### src/include/scutr_cfg.svh
// Purpose: Offsets, field positions, reset values and timing counts
// Assumes: Included by the top and sequencer files of the system control block, and by the bench
// Notes: Definitions only
`ifndef SCUTR_CFG_SVH
`define SCUTR_CFG_SVH
// ****************************************
// Register offsets (byte addresses)
// ****************************************
`define SCUTR_OFF_RST_REQ 8'h10
`define SCUTR_OFF_RST_STAT 8'h14
`define SCUTR_OFF_TRACE 8'h54
`define SCUTR_OFF_MAKER 8'h70
`define SCUTR_OFF_CHIP 8'h74
`define SCUTR_OFF_REDESIGN 8'h78
// ****************************************
// Field positions and encodings
// ****************************************
`define SCUTR_TRC_EN_BIT 0
`define SCUTR_TRC_SEL_LSB 1
`define SCUTR_SEL_CPU 2'h0
`define SCUTR_SEL_COP 2'h1
`define SCUTR_TRC_RESET 3'h0
`define SCUTR_REQ_RESET 13'h0000
// Low three status bits {ext, spare, timer} per reset cause
`define SCUTR_LOW_POR 3'h7
`define SCUTR_LOW_HW 3'h2
`define SCUTR_LOW_WDT 3'h5
`define SCUTR_LOW_WAKE 3'h3
// ****************************************
// Timing counts
// ****************************************
`define SCUTR_RST_HOLD_CYC 16
`define SCUTR_GUARD_CYC 2
`define SCUTR_WDT_TIMEOUT_CYC 512
`endif

### src/include/scutr_pkg.sv
// Purpose: Types shared by the system control block
// Assumes: Nothing
// Notes: One-hot codes written out
package scutr_pkg;
  // Reset cause, bit order matches status bits 31..27
  typedef enum logic [4:0] {
    SCUTR_CAUSE_PWO = 5'h01,
    SCUTR_CAUSE_HD = 5'h02,
    SCUTR_CAUSE_SFT = 5'h04,
    SCUTR_CAUSE_WDT = 5'h08,
    SCUTR_CAUSE_PWD = 5'h10
  } scutr_cause_e;
  // Reset sequencer states
  typedef enum logic [2:0] {
    SCUTR_SEQ_IDLE = 3'h1,
    SCUTR_SEQ_HOLD = 3'h2,
    SCUTR_SEQ_GUARD = 3'h4
  } scutr_seq_e;
endpackage

### src/rtl/scutr_top.sv
// Purpose: System control registers: trace routing, identification, reset control
// Assumes: APB slave, 32-bit data, one clock
// Notes: Contract
// Contract
// - Trace enable bit 0 turns trace output on; zero keeps it off.
// - Source field bits 2:1 route processor (00) or coprocessor (01) trace.
// - Trace register bits 31:3 read zero; software writes zeros.
// - Maker id: department bits 4:0, maker code 15:5, upper half zero.
// - Chip id: revision bits 7:0, part number 15:8, upper half zero.
// - Redesign id: index bits 2:0, laser fix flag bit 15.
// - Registers decoded at fixed offsets 0x10, 0x14, 0x54 and 0x70 onward by four.
// - Configuration pins sampled in power-on reset, latched at its end.
// - Writing the reset request register starts a software reset.
// - Watchdog fault raises NMI, then resets after a time-out.
// - Pin reset during deep sleep is recorded as wake-up reset.
// - Status register reports last reset type and boot configuration.
// - Open-drain reset pin: low input resets; device drives it low.
// - Software reset may apply software-chosen boot configuration.
// - Reset request write accepted only while init protection is unlocked.
`timescale 1ns/1ps
`include "scutr_cfg.svh"
module scutr_top import scutr_pkg::*; #(
  parameter int TRACE_W = 16,
  parameter int RST_HOLD_CYC = `SCUTR_RST_HOLD_CYC,
  parameter int WDT_TIMEOUT_CYC = `SCUTR_WDT_TIMEOUT_CYC,
  // Identification values below are arbitrary
  parameter logic [4:0] DEPARTMENT_NUMBER_ID = 5'h0A,
  parameter logic [10:0] MAKER_ID = 11'h2A5,
  parameter logic [7:0] PART_ID = 8'h3C,
  parameter logic [7:0] REV_ID = 8'h02,
  parameter logic [2:0] REDESIGN_ID = 3'h0,
  parameter logic LASER_FIX = 1'b0
) (
  input wire logic clk,
  input wire logic rst_b,
  input wire logic psel,
  input wire logic penable,
  input wire logic pwrite,
  input wire logic [7:0] paddr,
  input wire logic [31:0] pwdata,
  output logic [31:0] prdata,
  output logic pready,
  output logic pslverr,
  input wire logic [TRACE_W-1:0] cpu_trace,
  input wire logic [TRACE_W-1:0] cop_trace,
  output logic [TRACE_W-1:0] trace_port,
  input wire logic bidir_hard_reset_pin_in,
  output logic bidir_hard_reset_pin_out,
  output logic bidir_hard_reset_pin_oe_b,
  input wire logic deep_sleep,
  input wire logic init_unlock,
  input wire logic wdt_fault,
  output logic nmi_req,
  output logic sys_rst_b,
  output logic stm_rst_b,
  input wire logic [3:0] cfg_pins,
  input wire logic ocds_pin,
  input wire logic brk_pin,
  input wire logic [2:0] gp_boot_pins,
  output logic [3:0] boot_cfg,
  output logic boot_ocds,
  output logic boot_brk,
  output logic [2:0] boot_sel
);
  localparam int WW = $clog2(WDT_TIMEOUT_CYC + 1);
  logic rst_sync_b;
  logic seq_rst_b, pin_drive, seq_done, seq_idle, sw_req, wdt_req;
  scutr_cause_e cause;
  logic trc_en;
  logic [1:0] trc_sel;
  logic rr_stm, rr_x, rr_ext, rr_brk, rr_ocd, rr_boot;
  logic [2:0] rr_btcfg;
  logic [3:0] rr_swcfg;
  logic [4:0] st_cause;
  logic [2:0] st_low;
  logic [3:0] hw_cfg;
  logic hw_ocd, hw_brk;
  logic [2:0] hw_cfgp;
  logic wd_busy;
  logic [WW-1:0] wd_cnt;
  logic setup, hit, ro, err, wr_go;
  logic [31:0] rd_mux;
  // ****************************************
  // Reset release and sequencer
  // ****************************************
  scutr_sync u_sync (
    .clk(clk),
    .rst_b(rst_b),
    .rst_sync_b(rst_sync_b)
  );
  scutr_rst_seq #(.RST_HOLD_CYC(RST_HOLD_CYC)) u_seq (
    .clk(clk),
    .rst_b(rst_sync_b),
    .hw_req(!bidir_hard_reset_pin_in && !deep_sleep),
    .wake_req(!bidir_hard_reset_pin_in && deep_sleep),
    .wdt_req(wdt_req),
    .sw_req(sw_req),
    .sw_ext(rr_ext),
    .sys_rst_b(seq_rst_b),
    .pin_drive(pin_drive),
    .cause(cause),
    .done(seq_done),
    .idle(seq_idle)
  );
  // Reset outputs and open-drain pin drive
  always_ff @(posedge clk or negedge rst_sync_b) begin
    if (!rst_sync_b) begin
      sys_rst_b <= 1'b0;
      stm_rst_b <= 1'b0;
      bidir_hard_reset_pin_out <= 1'b0;
      bidir_hard_reset_pin_oe_b <= 1'b0;
    end else begin
      sys_rst_b <= seq_rst_b;
      stm_rst_b <= seq_rst_b || (cause == SCUTR_CAUSE_SFT && !rr_stm);
      bidir_hard_reset_pin_out <= 1'b0;
      bidir_hard_reset_pin_oe_b <= !pin_drive;
    end
  end
  // ****************************************
  // APB decode
  // ****************************************
  // Address hit, read-only and refusal checks
  always_comb begin
    setup = psel && !penable;
    hit = 1'b1;
    ro = 1'b0;
    case (paddr)
      `SCUTR_OFF_TRACE, `SCUTR_OFF_RST_REQ: ro = 1'b0;
      `SCUTR_OFF_MAKER, `SCUTR_OFF_CHIP, `SCUTR_OFF_REDESIGN, `SCUTR_OFF_RST_STAT: ro = 1'b1;
      default: hit = 1'b0;
    endcase
    err = !hit || (pwrite && ro) || (pwrite && paddr == `SCUTR_OFF_RST_REQ && !init_unlock);
    wr_go = psel && penable && pready && pwrite && !pslverr;
  end
  // Read data mux
  always_comb begin
    case (paddr)
      `SCUTR_OFF_TRACE: rd_mux = {29'h0000_0000, trc_sel, trc_en};
      `SCUTR_OFF_MAKER: rd_mux = {16'h0000, MAKER_ID, DEPARTMENT_NUMBER_ID};
      `SCUTR_OFF_CHIP: rd_mux = {16'h0000, PART_ID, REV_ID};
      `SCUTR_OFF_REDESIGN: rd_mux = {16'h0000, LASER_FIX, 12'h000, REDESIGN_ID};
      `SCUTR_OFF_RST_REQ: rd_mux = {7'h00, rr_boot, 3'h0, rr_brk, rr_ocd, rr_swcfg, rr_btcfg,
                                    9'h000, rr_ext, rr_x, rr_stm};
      `SCUTR_OFF_RST_STAT: rd_mux = {st_cause, 6'h00, hw_brk, hw_ocd, hw_cfg, hw_cfgp,
                                     9'h000, st_low};
      default: rd_mux = 32'h0000_0000;
    endcase
  end
  // Zero-wait answer in the access cycle
  always_ff @(posedge clk or negedge rst_sync_b) begin
    if (!rst_sync_b) begin
      pready <= 1'b0;
      pslverr <= 1'b0;
      prdata <= 32'h0000_0000;
    end else begin
      pready <= setup;
      pslverr <= setup && err;
      prdata <= (setup && !pwrite && hit) ? rd_mux : 32'h0000_0000;
    end
  end
  // ****************************************
  // Trace control
  // ****************************************
  // Enable and source, cleared by any reset
  always_ff @(posedge clk or negedge rst_sync_b) begin
    if (!rst_sync_b) begin
      trc_en <= 1'b0;
      trc_sel <= 2'h0;
    end else if (!seq_rst_b) begin
      {trc_sel, trc_en} <= `SCUTR_TRC_RESET;
    end else if (wr_go && paddr == `SCUTR_OFF_TRACE) begin
      trc_en <= pwdata[`SCUTR_TRC_EN_BIT];
      trc_sel <= pwdata[`SCUTR_TRC_SEL_LSB +: 2];
    end
  end
  // Trace port routing, reserved sources give zero
  always_ff @(posedge clk or negedge rst_sync_b) begin
    if (!rst_sync_b) begin
      trace_port <= '0;
    end else if (!trc_en) begin
      trace_port <= '0;
    end else if (trc_sel == `SCUTR_SEL_CPU) begin
      trace_port <= cpu_trace;
    end else if (trc_sel == `SCUTR_SEL_COP) begin
      trace_port <= cop_trace;
    end else begin
      trace_port <= '0;
    end
  end
  // ****************************************
  // Software reset request
  // ****************************************
  // Fields survive the software reset they trigger
  always_ff @(posedge clk or negedge rst_sync_b) begin
    if (!rst_sync_b) begin
      {rr_boot, rr_brk, rr_ocd, rr_swcfg, rr_btcfg, rr_ext, rr_x, rr_stm} <= `SCUTR_REQ_RESET;
      sw_req <= 1'b0;
    end else begin
      sw_req <= wr_go && paddr == `SCUTR_OFF_RST_REQ;
      if (wr_go && paddr == `SCUTR_OFF_RST_REQ) begin
        rr_stm <= pwdata[0];
        rr_x <= pwdata[1];
        rr_ext <= pwdata[2];
        rr_btcfg <= pwdata[14:12];
        rr_swcfg <= pwdata[18:15];
        rr_ocd <= pwdata[19];
        rr_brk <= pwdata[20];
        rr_boot <= pwdata[24];
      end
    end
  end
  // ****************************************
  // Watchdog escalation
  // ****************************************
  // NMI first, reset request after the time-out
  always_ff @(posedge clk or negedge rst_sync_b) begin
    if (!rst_sync_b) begin
      wd_busy <= 1'b0;
      wd_cnt <= '0;
      nmi_req <= 1'b0;
      wdt_req <= 1'b0;
    end else begin
      nmi_req <= 1'b0;
      wdt_req <= 1'b0;
      if (!wd_busy && wdt_fault && seq_rst_b) begin
        wd_busy <= 1'b1;
        wd_cnt <= '0;
        nmi_req <= 1'b1;
      end else if (wd_busy) begin
        wd_cnt <= wd_cnt + 1'b1;
        if (wd_cnt == WW'(WDT_TIMEOUT_CYC - 1)) begin
          wd_busy <= 1'b0;
          wdt_req <= 1'b1;
        end
      end
    end
  end
  // ****************************************
  // Reset status and boot configuration
  // ****************************************
  // Latch cause at the end of each sequence
  always_ff @(posedge clk or negedge rst_sync_b) begin
    if (!rst_sync_b) begin
      st_cause <= 5'h00;
      st_low <= 3'h0;
    end else if (seq_done) begin
      st_cause <= cause;
      case (cause)
        SCUTR_CAUSE_PWO: st_low <= `SCUTR_LOW_POR;
        SCUTR_CAUSE_HD: st_low <= `SCUTR_LOW_HW;
        SCUTR_CAUSE_WDT: st_low <= `SCUTR_LOW_WDT;
        SCUTR_CAUSE_PWD: st_low <= `SCUTR_LOW_WAKE;
        SCUTR_CAUSE_SFT: st_low <= {rr_ext, rr_x, rr_stm};
        default: st_low <= 3'h0;
      endcase
    end
  end
  // Pins caught at the end of power-on reset only
  always_ff @(posedge clk or negedge rst_sync_b) begin
    if (!rst_sync_b) begin
      hw_cfg <= 4'h0;
      hw_ocd <= 1'b0;
      hw_brk <= 1'b0;
      hw_cfgp <= 3'h0;
    end else if (seq_done && cause == SCUTR_CAUSE_PWO) begin
      hw_cfg <= cfg_pins;
      hw_ocd <= ocds_pin;
      hw_brk <= brk_pin;
      hw_cfgp <= gp_boot_pins;
    end
  end
  // Applied boot configuration
  always_ff @(posedge clk or negedge rst_sync_b) begin
    if (!rst_sync_b) begin
      boot_cfg <= 4'h0;
      boot_ocds <= 1'b0;
      boot_brk <= 1'b0;
      boot_sel <= 3'h0;
    end else if (seq_done && cause == SCUTR_CAUSE_PWO) begin
      {boot_cfg, boot_ocds, boot_brk, boot_sel} <= {cfg_pins, ocds_pin, brk_pin, gp_boot_pins};
    end else if (seq_done && cause == SCUTR_CAUSE_SFT && rr_boot) begin
      {boot_cfg, boot_ocds, boot_brk, boot_sel} <= {rr_swcfg, rr_ocd, rr_brk, rr_btcfg};
    end else if (seq_done) begin
      {boot_cfg, boot_ocds, boot_brk, boot_sel} <= {hw_cfg, hw_ocd, hw_brk, hw_cfgp};
    end
  end
endmodule // scutr_top

### src/rtl/scutr_sync.sv
// Purpose: Two-stage release of the asynchronous reset
// Assumes: Reset active low
// Notes: Assert is asynchronous, release is clocked
`timescale 1ns/1ps
module scutr_sync (
  input wire logic clk,
  input wire logic rst_b,
  output logic rst_sync_b
);
  logic stage1;
  // Shift a one in after release
  always_ff @(posedge clk or negedge rst_b) begin
    if (!rst_b) begin
      stage1 <= 1'b0;
      rst_sync_b <= 1'b0;
    end else begin
      stage1 <= 1'b1;
      rst_sync_b <= stage1;
    end
  end
endmodule // scutr_sync

### src/rtl/scutr_rst_seq.sv
// Purpose: Reset sequencer, holds the system in reset and records the cause
// Assumes: Requests are one-cycle pulses or levels in the clk domain
// Notes: Requests are taken only while idle
`timescale 1ns/1ps
`include "scutr_cfg.svh"
module scutr_rst_seq import scutr_pkg::*; #(
  parameter int RST_HOLD_CYC = `SCUTR_RST_HOLD_CYC
) (
  input wire logic clk,
  input wire logic rst_b,
  input wire logic hw_req,
  input wire logic wake_req,
  input wire logic wdt_req,
  input wire logic sw_req,
  input wire logic sw_ext,
  output logic sys_rst_b,
  output logic pin_drive,
  output scutr_cause_e cause,
  output logic done,
  output logic idle
);
  localparam int CW = $clog2(RST_HOLD_CYC + 1);
  scutr_seq_e state;
  logic [CW-1:0] cnt;
  // ****************************************
  // Sequence state machine
  // ****************************************
  always_ff @(posedge clk or negedge rst_b) begin
    if (!rst_b) begin
      state <= SCUTR_SEQ_HOLD;
      cause <= SCUTR_CAUSE_PWO;
      pin_drive <= 1'b1;
      sys_rst_b <= 1'b0;
      cnt <= '0;
      done <= 1'b0;
    end else begin
      done <= 1'b0;
      case (state)
        SCUTR_SEQ_IDLE: begin
          cnt <= '0;
          if (hw_req || wake_req || wdt_req || sw_req) begin
            state <= SCUTR_SEQ_HOLD;
            sys_rst_b <= 1'b0;
          end
          if (hw_req) begin
            cause <= SCUTR_CAUSE_HD;
            pin_drive <= 1'b1;
          end else if (wake_req) begin
            cause <= SCUTR_CAUSE_PWD;
            pin_drive <= 1'b1;
          end else if (wdt_req) begin
            cause <= SCUTR_CAUSE_WDT;
            pin_drive <= 1'b1;
          end else if (sw_req) begin
            cause <= SCUTR_CAUSE_SFT;
            pin_drive <= sw_ext;
          end
        end
        SCUTR_SEQ_HOLD: begin
          cnt <= cnt + 1'b1;
          if (cnt == CW'(RST_HOLD_CYC - 1)) begin
            state <= SCUTR_SEQ_GUARD;
            sys_rst_b <= 1'b1;
            pin_drive <= 1'b0;
            done <= 1'b1;
            cnt <= '0;
          end
        end
        SCUTR_SEQ_GUARD: begin
          // Let the pulled-up pin settle before listening again
          cnt <= cnt + 1'b1;
          if (cnt == CW'(`SCUTR_GUARD_CYC - 1)) begin
            state <= SCUTR_SEQ_IDLE;
          end
        end
        default: begin
          state <= SCUTR_SEQ_IDLE;
        end
      endcase
    end
  end
  // Idle flag, registered with the state
  always_ff @(posedge clk or negedge rst_b) begin
    if (!rst_b) begin
      idle <= 1'b0;
    end else begin
      idle <= (state == SCUTR_SEQ_GUARD && cnt == CW'(`SCUTR_GUARD_CYC - 1))
        || (state == SCUTR_SEQ_IDLE && !(hw_req || wake_req || wdt_req || sw_req));
    end
  end
endmodule // scutr_rst_seq

### config.mk
export PLATFORM = sky130hd
export DESIGN_NAME = scutr_top
export DESIGN_NICKNAME = d
export VERILOG_FILES = /design/src/include/scutr_pkg.sv /design/src/rtl/scutr_top.sv /design/src/rtl/scutr_sync.sv /design/src/rtl/scutr_rst_seq.sv
export VERILOG_INCLUDE_DIRS = /design/src /design/src/include
export SDC_FILE = /design/constraint.sdc
export NUM_CORES = 1
export LEC_CHECK = 0
export BUFFER_PORTS_ARGS = -buffer_cell sky130_fd_sc_hd__buf_2
export CAP_MARGIN = 20
export CORE_ASPECT_RATIO = 1.75
export CORE_MARGIN = 8
export CORE_UTILIZATION = 52
export CTS_BUF_LIST = sky130_fd_sc_hd__clkbuf_4 sky130_fd_sc_hd__clkbuf_8 sky130_fd_sc_hd__clkbuf_16
export CTS_CLUSTER_DIAMETER = 60
export DETAILED_ROUTE_END_ITERATION = 8
export GPL_TIMING_DRIVEN = 0
export PLACE_DENSITY_LB_ADDON = 0.25
export SKIP_LAST_GASP = 1
export SYNTH_ARGS = -nofsm -noshare
export SYNTH_HDL_FRONTEND = slang
export SYNTH_SLANG_ARGS = --single-unit
### constraint.sdc
create_clock -name clk -period 3.95 [get_ports clk]
set_input_delay 0.395 -clock clk [delete_from_list [all_inputs] [get_ports clk]]
set_output_delay 0.395 -clock clk [all_outputs]
set_load 0.01 [all_outputs]
Yosys cells after proc, flatten, opt, wreduce, memory -nomap -nowiden
Index checks and enable logic that the tools add are counted.

storage, ports and cells
  bits in latches = 0
  memories = 0
  bits in read-only memories = 0
  output and inout bits = 64
  bits in registers = 127
  input port bits = 90
  RAM bits = 0
  word-level logic and storage cells = 168

operators by class
  bitwise logic cells = 0
  multipliers = 0
  shifts and indexed selects = 0
  equal/unequal tests = 23
  reductions and logical operators = 49
  divide/modulo/power cells = 0
  order comparisons = 0
  $add $sub $neg = 2
  muxes and demuxes = 54

operators by type and width
  kind                                                                    number
  32-bit case mux with 5 select lines                                     1
  16-bit 2-to-1 mux                                                       3
  8-bit by 7-bit equality test with 1-bit output, second input constant   4
  32-bit 2-to-1 mux                                                       1
  1-bit 2-to-1 mux                                                        26
  5-bit 2-to-1 mux                                                        5
  1-bit logical AND                                                       21
  10-bit 2-to-1 mux                                                       2
  3-bit 2-to-1 mux                                                        6
  8-bit by 5-bit equality test with 1-bit output, second input constant   2
  3-bit case mux with 5 select lines                                      1
  5-bit case mux with 3 select lines                                      1
  4-bit 2-to-1 mux                                                        3
  10-bit by 1-bit adder with 10-bit output, second input constant         1
  10-bit by 9-bit equality test with 1-bit output, second input constant  1
  5-bit by 1-bit equality test with 1-bit output, second input constant   2
  5-bit by 4-bit equality test with 1-bit output, second input constant   2
  1-bit logical NOT                                                       10
  3-bit case mux with 3 select lines                                      1
  3-bit AND reduction                                                     3
  1-bit logical OR                                                        6
  3-bit nonzero test                                                      2
  6-bit OR reduction                                                      1
  5-bit by 1-bit adder with 5-bit output, second input constant           1
  other kinds (17)                                                        22

Depth between registers and ports, before layout
  depth in word-level cells = 7
  gate-level depth with buffers = 8
  depth with buffers taken out = 8

By module
From an unflattened synthesis, not the netlist that was laid out.

unflattened totals
  cells, all modules = 493
  area total of the unflattened synthesis = 5,400.2 sq um

by module, submodules not included
  module         cells an instance  times used  sequential area each (sq um)  area each (sq um)
  scutr_top      398                1           2,452.4                       4,385.5
  scutr_rst_seq  92                 1           429.2                         960.9
  scutr_sync     3                  1           50.0                          53.8

Worst setup path after synthesis
OpenSTA, ideal clock, no wires.

  path kind = input port to flip-flop
  start point = input paddr[1]
  end point = register trc_sel[0]
  setup time = 0.121 ns
  path slack = 2.058 ns
  arrival = 1.771 ns
  cell stages on the path = 5
  buffers on the path = 1
  path through = or4b_4 or4_1 clkbuf_1 mux2i_1 nor2b_1

between the ends
  cells in the longest elaborated chain, start to end = 3

ends and longest elaborated chain
  what                                            line              source
  start, declared                                 scutr_top.sv:39   input wire logic [7:0] paddr,
  8-bit by 7-bit equality test with 1-bit output  -
  1-bit logical AND (no source line)              -
  2-bit inequality test (no source line)          -
  end signal, assigned                            scutr_top.sv:170  {trc_sel, trc_en} <= `SCUTR_TRC_RESET;
  end signal, assigned                            scutr_top.sv:173  trc_sel <= pwdata[`SCUTR_TRC_SEL_LSB +: 2];
  end, declared                                   scutr_top.sv:70   logic [1:0] trc_sel;

Every way passes these cells.
A chain may end at the register's enable or synchronous reset.

Final worst setup path
  start point = register u_seq.cause[1]
  end point = register boot_cfg[1]

between the ends
  cells in the longest elaborated chain, start to end = 5

ends and longest elaborated chain
  what                                            line                 source
  start, declared                                 scutr_rst_seq.sv:18  output scutr_cause_e cause,
  start signal, assigned                          scutr_rst_seq.sv:31  cause <= SCUTR_CAUSE_PWO;
  start signal, assigned                          scutr_rst_seq.sv:46  cause <= SCUTR_CAUSE_HD;
  start signal, assigned                          scutr_rst_seq.sv:49  cause <= SCUTR_CAUSE_PWD;
  5-bit by 3-bit equality test with 1-bit output  scutr_top.sv:281     end else if (seq_done && cause == SCUTR_CAUSE_SFT && rr_boot) begin
  1-bit logical AND (2 in a row)                  scutr_top.sv:281
  4-bit 2-to-1 mux                                scutr_top.sv:281
  4-bit 2-to-1 mux                                scutr_top.sv:279     end else if (seq_done && cause == SCUTR_CAUSE_PWO) begin
  end signal, assigned                            scutr_top.sv:280     {boot_cfg, boot_ocds, boot_brk, boot_sel} <= {cfg_pins, ocds_pin, brk_pin, gp_boot_pins};
  end signal, assigned                            scutr_top.sv:282     {boot_cfg, boot_ocds, boot_brk, boot_sel} <= {rr_swcfg, rr_ocd, rr_brk, rr_btcfg};
  end signal, assigned                            scutr_top.sv:284     {boot_cfg, boot_ocds, boot_brk, boot_sel} <= {hw_cfg, hw_ocd, hw_brk, hw_cfgp};
  end, declared                                   scutr_top.sv:60      output logic [3:0] boot_cfg,

Several ways; a longest one is shown, not always the timed one.

==> flow_summary.json <==
{
  "root_buffer": "clkbuf_16",
  "p_per_area_nw_per_um2": 518,
  "grt_overflow": 0,
  "grt_max_degree": 66,
  "dpl_cell_area_um2": 6110,
  "ys_types": 54,
  "seq_area_frac_synth_pct": 55.1,
  "firstDrtPassIters": 7,
  "fin_crit_sh_pct": 52.9,
  "peakVddDrop_mv": 0.496,
  "fin_nets": 741,
  "row_count": 48,
  "place_hpwl_um": 9760,
  "slowest_stage": "nor4b_1",
  "drv_cap": 0,
  "clkTransAtPathRegs_ps": 50,
  "skew_ps": 5.98,
  "viasPerCell": 5.44,
  "r2r_slack_ps": 1860,
  "cp-start-kind": "flop",
  "clock_latency_ps": 410,
  "coreArea_um2": 9850,
  "combinationalPowerShare_pct": 14.6,
  "postCtsHoldBufs": 1,
  "status": "finished clean",
  "pwr-share-seq_pct": 39.9,
  "path_class": "flop to flop",
  "end_kind": "flop",
  "postLayoutCellArea_um2": 6750,
  "postCtsSetupBuffers": 0,
  "synthArstFlopShare_pct": 100,
  "cts-htree-levels": 4,
  "multi_input_area_um2": 2100,
  "finalSetupViolations": 0,
  "intPower_w": 0.00259,
  "hold_viol_final": 0,
  "clock_path_buffers": 2,
  "synth_area_um2": 5280,
  "path_cells": "clkbuf_1 > nor4b_1 > and3_1 > buf_2 > mux2i_1 > o221ai_1",
  "p_leak_nw": 3.39,
  "drive_gt1_share_pct": 30.1,
  "grt_util_all_layers_pct": 19.6,
  "gp_congestion": 0.869,
  "synthCells": 493,
  "start_util_pct": 53.6,
  "fin_crit_ps": 2090,
  "relSlewSlack_pct": 51.3,
  "switching_share_pct": 25.9,
  "hold_class": "input port to flop",
  "synth-edff-count": 0,
  "hold-worst-slack_ps": 173,
  "grt_first_pass_wirelength_um": 21300,
  "worstMarginPinSlew_ps": 730,
  "io_pins": 154,
  "cts_made_buffers": 17,
  "num_antenna_cells": 0,
  "power_w": 0.00349,
  "cp.arrival_ps": 2340,
  "rsz0062_at_grt": "false",
  "dr_total_vias": 4258,
  "area_growth_pct": 27.9,
  "crit_fanout": 10,
  "cts_resized": 0,
  "ys.flop_type": "dfrtp_1",
  "drtIter0Drc": 284,
  "setup_slack_ps": 1860,
  "cts_tree": "done",
  "cts.sinks": 116,
  "drc_errors": 0,
  "ant_nets": 0,
  "die-area_um2": 13800,
  "cpPeakStageDelay_ps": 450,
  "yosys_warnings": 0,
  "fillerInstances": 751,
  "antenna_found_initial": 0,
  "seqCellArea_um2": 2910,
  "pre_cts_slack_ps": 1640,
  "wirelength_um": 13400,
  "avgSynthCellArea_um2": 10.7,
  "slew_violations": 0,
  "max_clock_freq_mhz": 479,
  "grt_pass1_vias": 4475,
  "p_clk_share_pct": 45.5,
  "port_buffers": 123,
  "wl_per_cell_um": 17.1,
  "die_y_um": 149,
  "yosys_register_bits": 116,
  "die_x_um": 92.2,
  "p_switching_w": 0.000904,
  "required_ps": 4210
}
-- path summary, 6_finish.rpt --
kind	start	end	cells past startpoint
max	u_seq.cause[1]	boot_cfg[1]	6
min reg2reg	u_sync.stage1	u_sync.rst_sync_b	0
max reg2reg	u_seq.cause[1]	boot_cfg[1]	6
min in group asynchronous	rst_b	u_sync.rst_sync_b	2
min	penable	pready	2
max in group asynchronous	u_sync.rst_sync_b	hw_ocd	1
-- synth_stat cells, types with 2 or more instances --
master / count / share of area, %
dfrtp_1: 113 / 54
nor2_1: 46 / 3.3
mux2i_1: 35 / 6.6
inv_1: 32 / 2.3
nand2_1: 30 / 2.1
o21ai_0: 23 / 2.2
a21oi_1: 21 / 2.0
mux2_2: 21 / 4.5
clkbuf_1: 18 / 1.3
buf_4: 12 / 1.7
nand3_1: 10 / 0.95
nand2b_1: 9 / 1.1
o221ai_1: 9 / 1.5
nor2b_1: 8 / 0.95
nor3_1: 7 / 0.66
and3_1: 6 / 0.71
nand4_1: 6 / 0.71
a211oi_1: 5 / 0.71
and2_1: 5 / 0.59
ha_1: 5 / 1.2
nor3b_1: 5 / 0.71
nor4_1: 5 / 0.59
o21a_1: 5 / 0.71
xor2_1: 5 / 0.83
buf_1: 4 / 0.28
buf_2: 3 / 0.28
dfstp_2: 3 / 1.5
nor4b_1: 3 / 0.50
o31ai_1: 3 / 0.43
a21o_1: 2 / 0.28
a22oi_1: 2 / 0.28
a32o_1: 2 / 0.38
conb_1: 2 / 0.14
o211ai_1: 2 / 0.28
o22a_1: 2 / 0.33
o22ai_1: 2 / 0.24
o2bb2ai_1: 2 / 0.33
o41ai_1: 2 / 0.33
or2_2: 2 / 0.24
or4bb_1: 2 / 0.43
-- critical path: cells and delay by family (launching register included) --
kind,cells,cell delay (ps)
flip-flops,1,380
AND/OR/NAND/NOR,2,650
buffers and inverters,2,510
AO/OA/AOI/OAI,1,140
multiplexers,1,260
-- per-layer routing --
metal	global-route usage (%)	share of wire, %	up-vias
met3	5.80	5.9	26
met1	18.7	35	2074
met5	0	0	-
met2	37.1	57	148
li1	-	-	2010
met4	8.92	2.1	0
-- flip-flops by register name, indices dropped and copies added (netlist names), 2 cells and up --
register	count
prdata	21
trace_port	16
wd_cnt	10
st_cause	5
u_seq.cause	5
u_seq.cnt	5
boot_cfg	4
hw_cfg	4
rr_swcfg	4
boot_sel	3
hw_cfgp	3
rr_btcfg	3
st_low	3
u_seq.state	3
trc_sel	2
-- power by group through the flow --
stage / clock (W) / combinational, W / sequential (W)
CTS: 0.00161 / 0.000510 / 0.00139
global route: 0.00165 / 0.000575 / 0.00141
detailed placement: 0 / 0.000503 / 0.00141
global placement: 0 / 0.000460 / 0.00141
finish: 0.00159 / 0.000511 / 0.00139
floorplan: 0 / 0.000359 / 0.00140
-- layout by cell type, fill, tap and decap left out, types with 6 or more instances in the layout --
master / synthesis / routed
buf_2: 3 / 126
dfrtp_1: 113 / 112
nor2_1: 46 / 46
mux2i_1: 35 / 35
inv_1: 32 / 32
nand2_1: 30 / 30
o21ai_0: 23 / 23
a21oi_1: 21 / 21
mux2_2: 21 / 21
clkbuf_1: 18 / 18
clkbuf_16: 0 / 17
buf_4: 12 / 12
conb_1: 2 / 11
nand3_1: 10 / 10
nand2b_1: 9 / 9
o221ai_1: 9 / 9
nor2b_1: 8 / 8
nor3_1: 7 / 7
nand4_1: 6 / 6
and3_1: 6 / 6
-- stage by stage --
stage,instances,utilization (%),TNS [ps]
6_report,783,68.5,0
4_1_cts,783,68.5,0
3_3_place_gp,750,61.8,-72900
5_1_grt,783,68.5,0
2_1_floorplan,502,-,0
3_5_place_dp,751,62.1,0
-- area by class of cell --
| class | instances | area share [%] |
|---|---|---|
| Inverter | 32 | 1.78 |
| Tap cell | 125 | 2.32 |
| Timing Repair Buffer | 125 | 9.68 |
| Multi-Input combinational cell | 317 | 31.1 |
| Clock buffer | 23 | 7.43 |
| Sequential cell | 116 | 43.1 |
| Clock inverter | 8 | 1.82 |
| Buffer | 37 | 2.78 |
-- kinds of logic (layout without fill, tap and decap cells) --
logic type | Yosys count | count (layout) | synth area share, %
AND/OR/NAND/NOR | 150 | 150 | 14.5
adder cells (fa/ha/maj) | 6 | 6 | 1.38
multiplexers | 56 | 56 | 11.1
AO/OA/AOI/OAI | 89 | 89 | 11.1
buffers and inverters | 69 | 225 | 5.83
flip-flops | 116 | 116 | 55.1
other | 2 | 11 | 0.142
XOR/XNOR | 5 | 5 | 0.830
(Power assumes the default switching activity.)
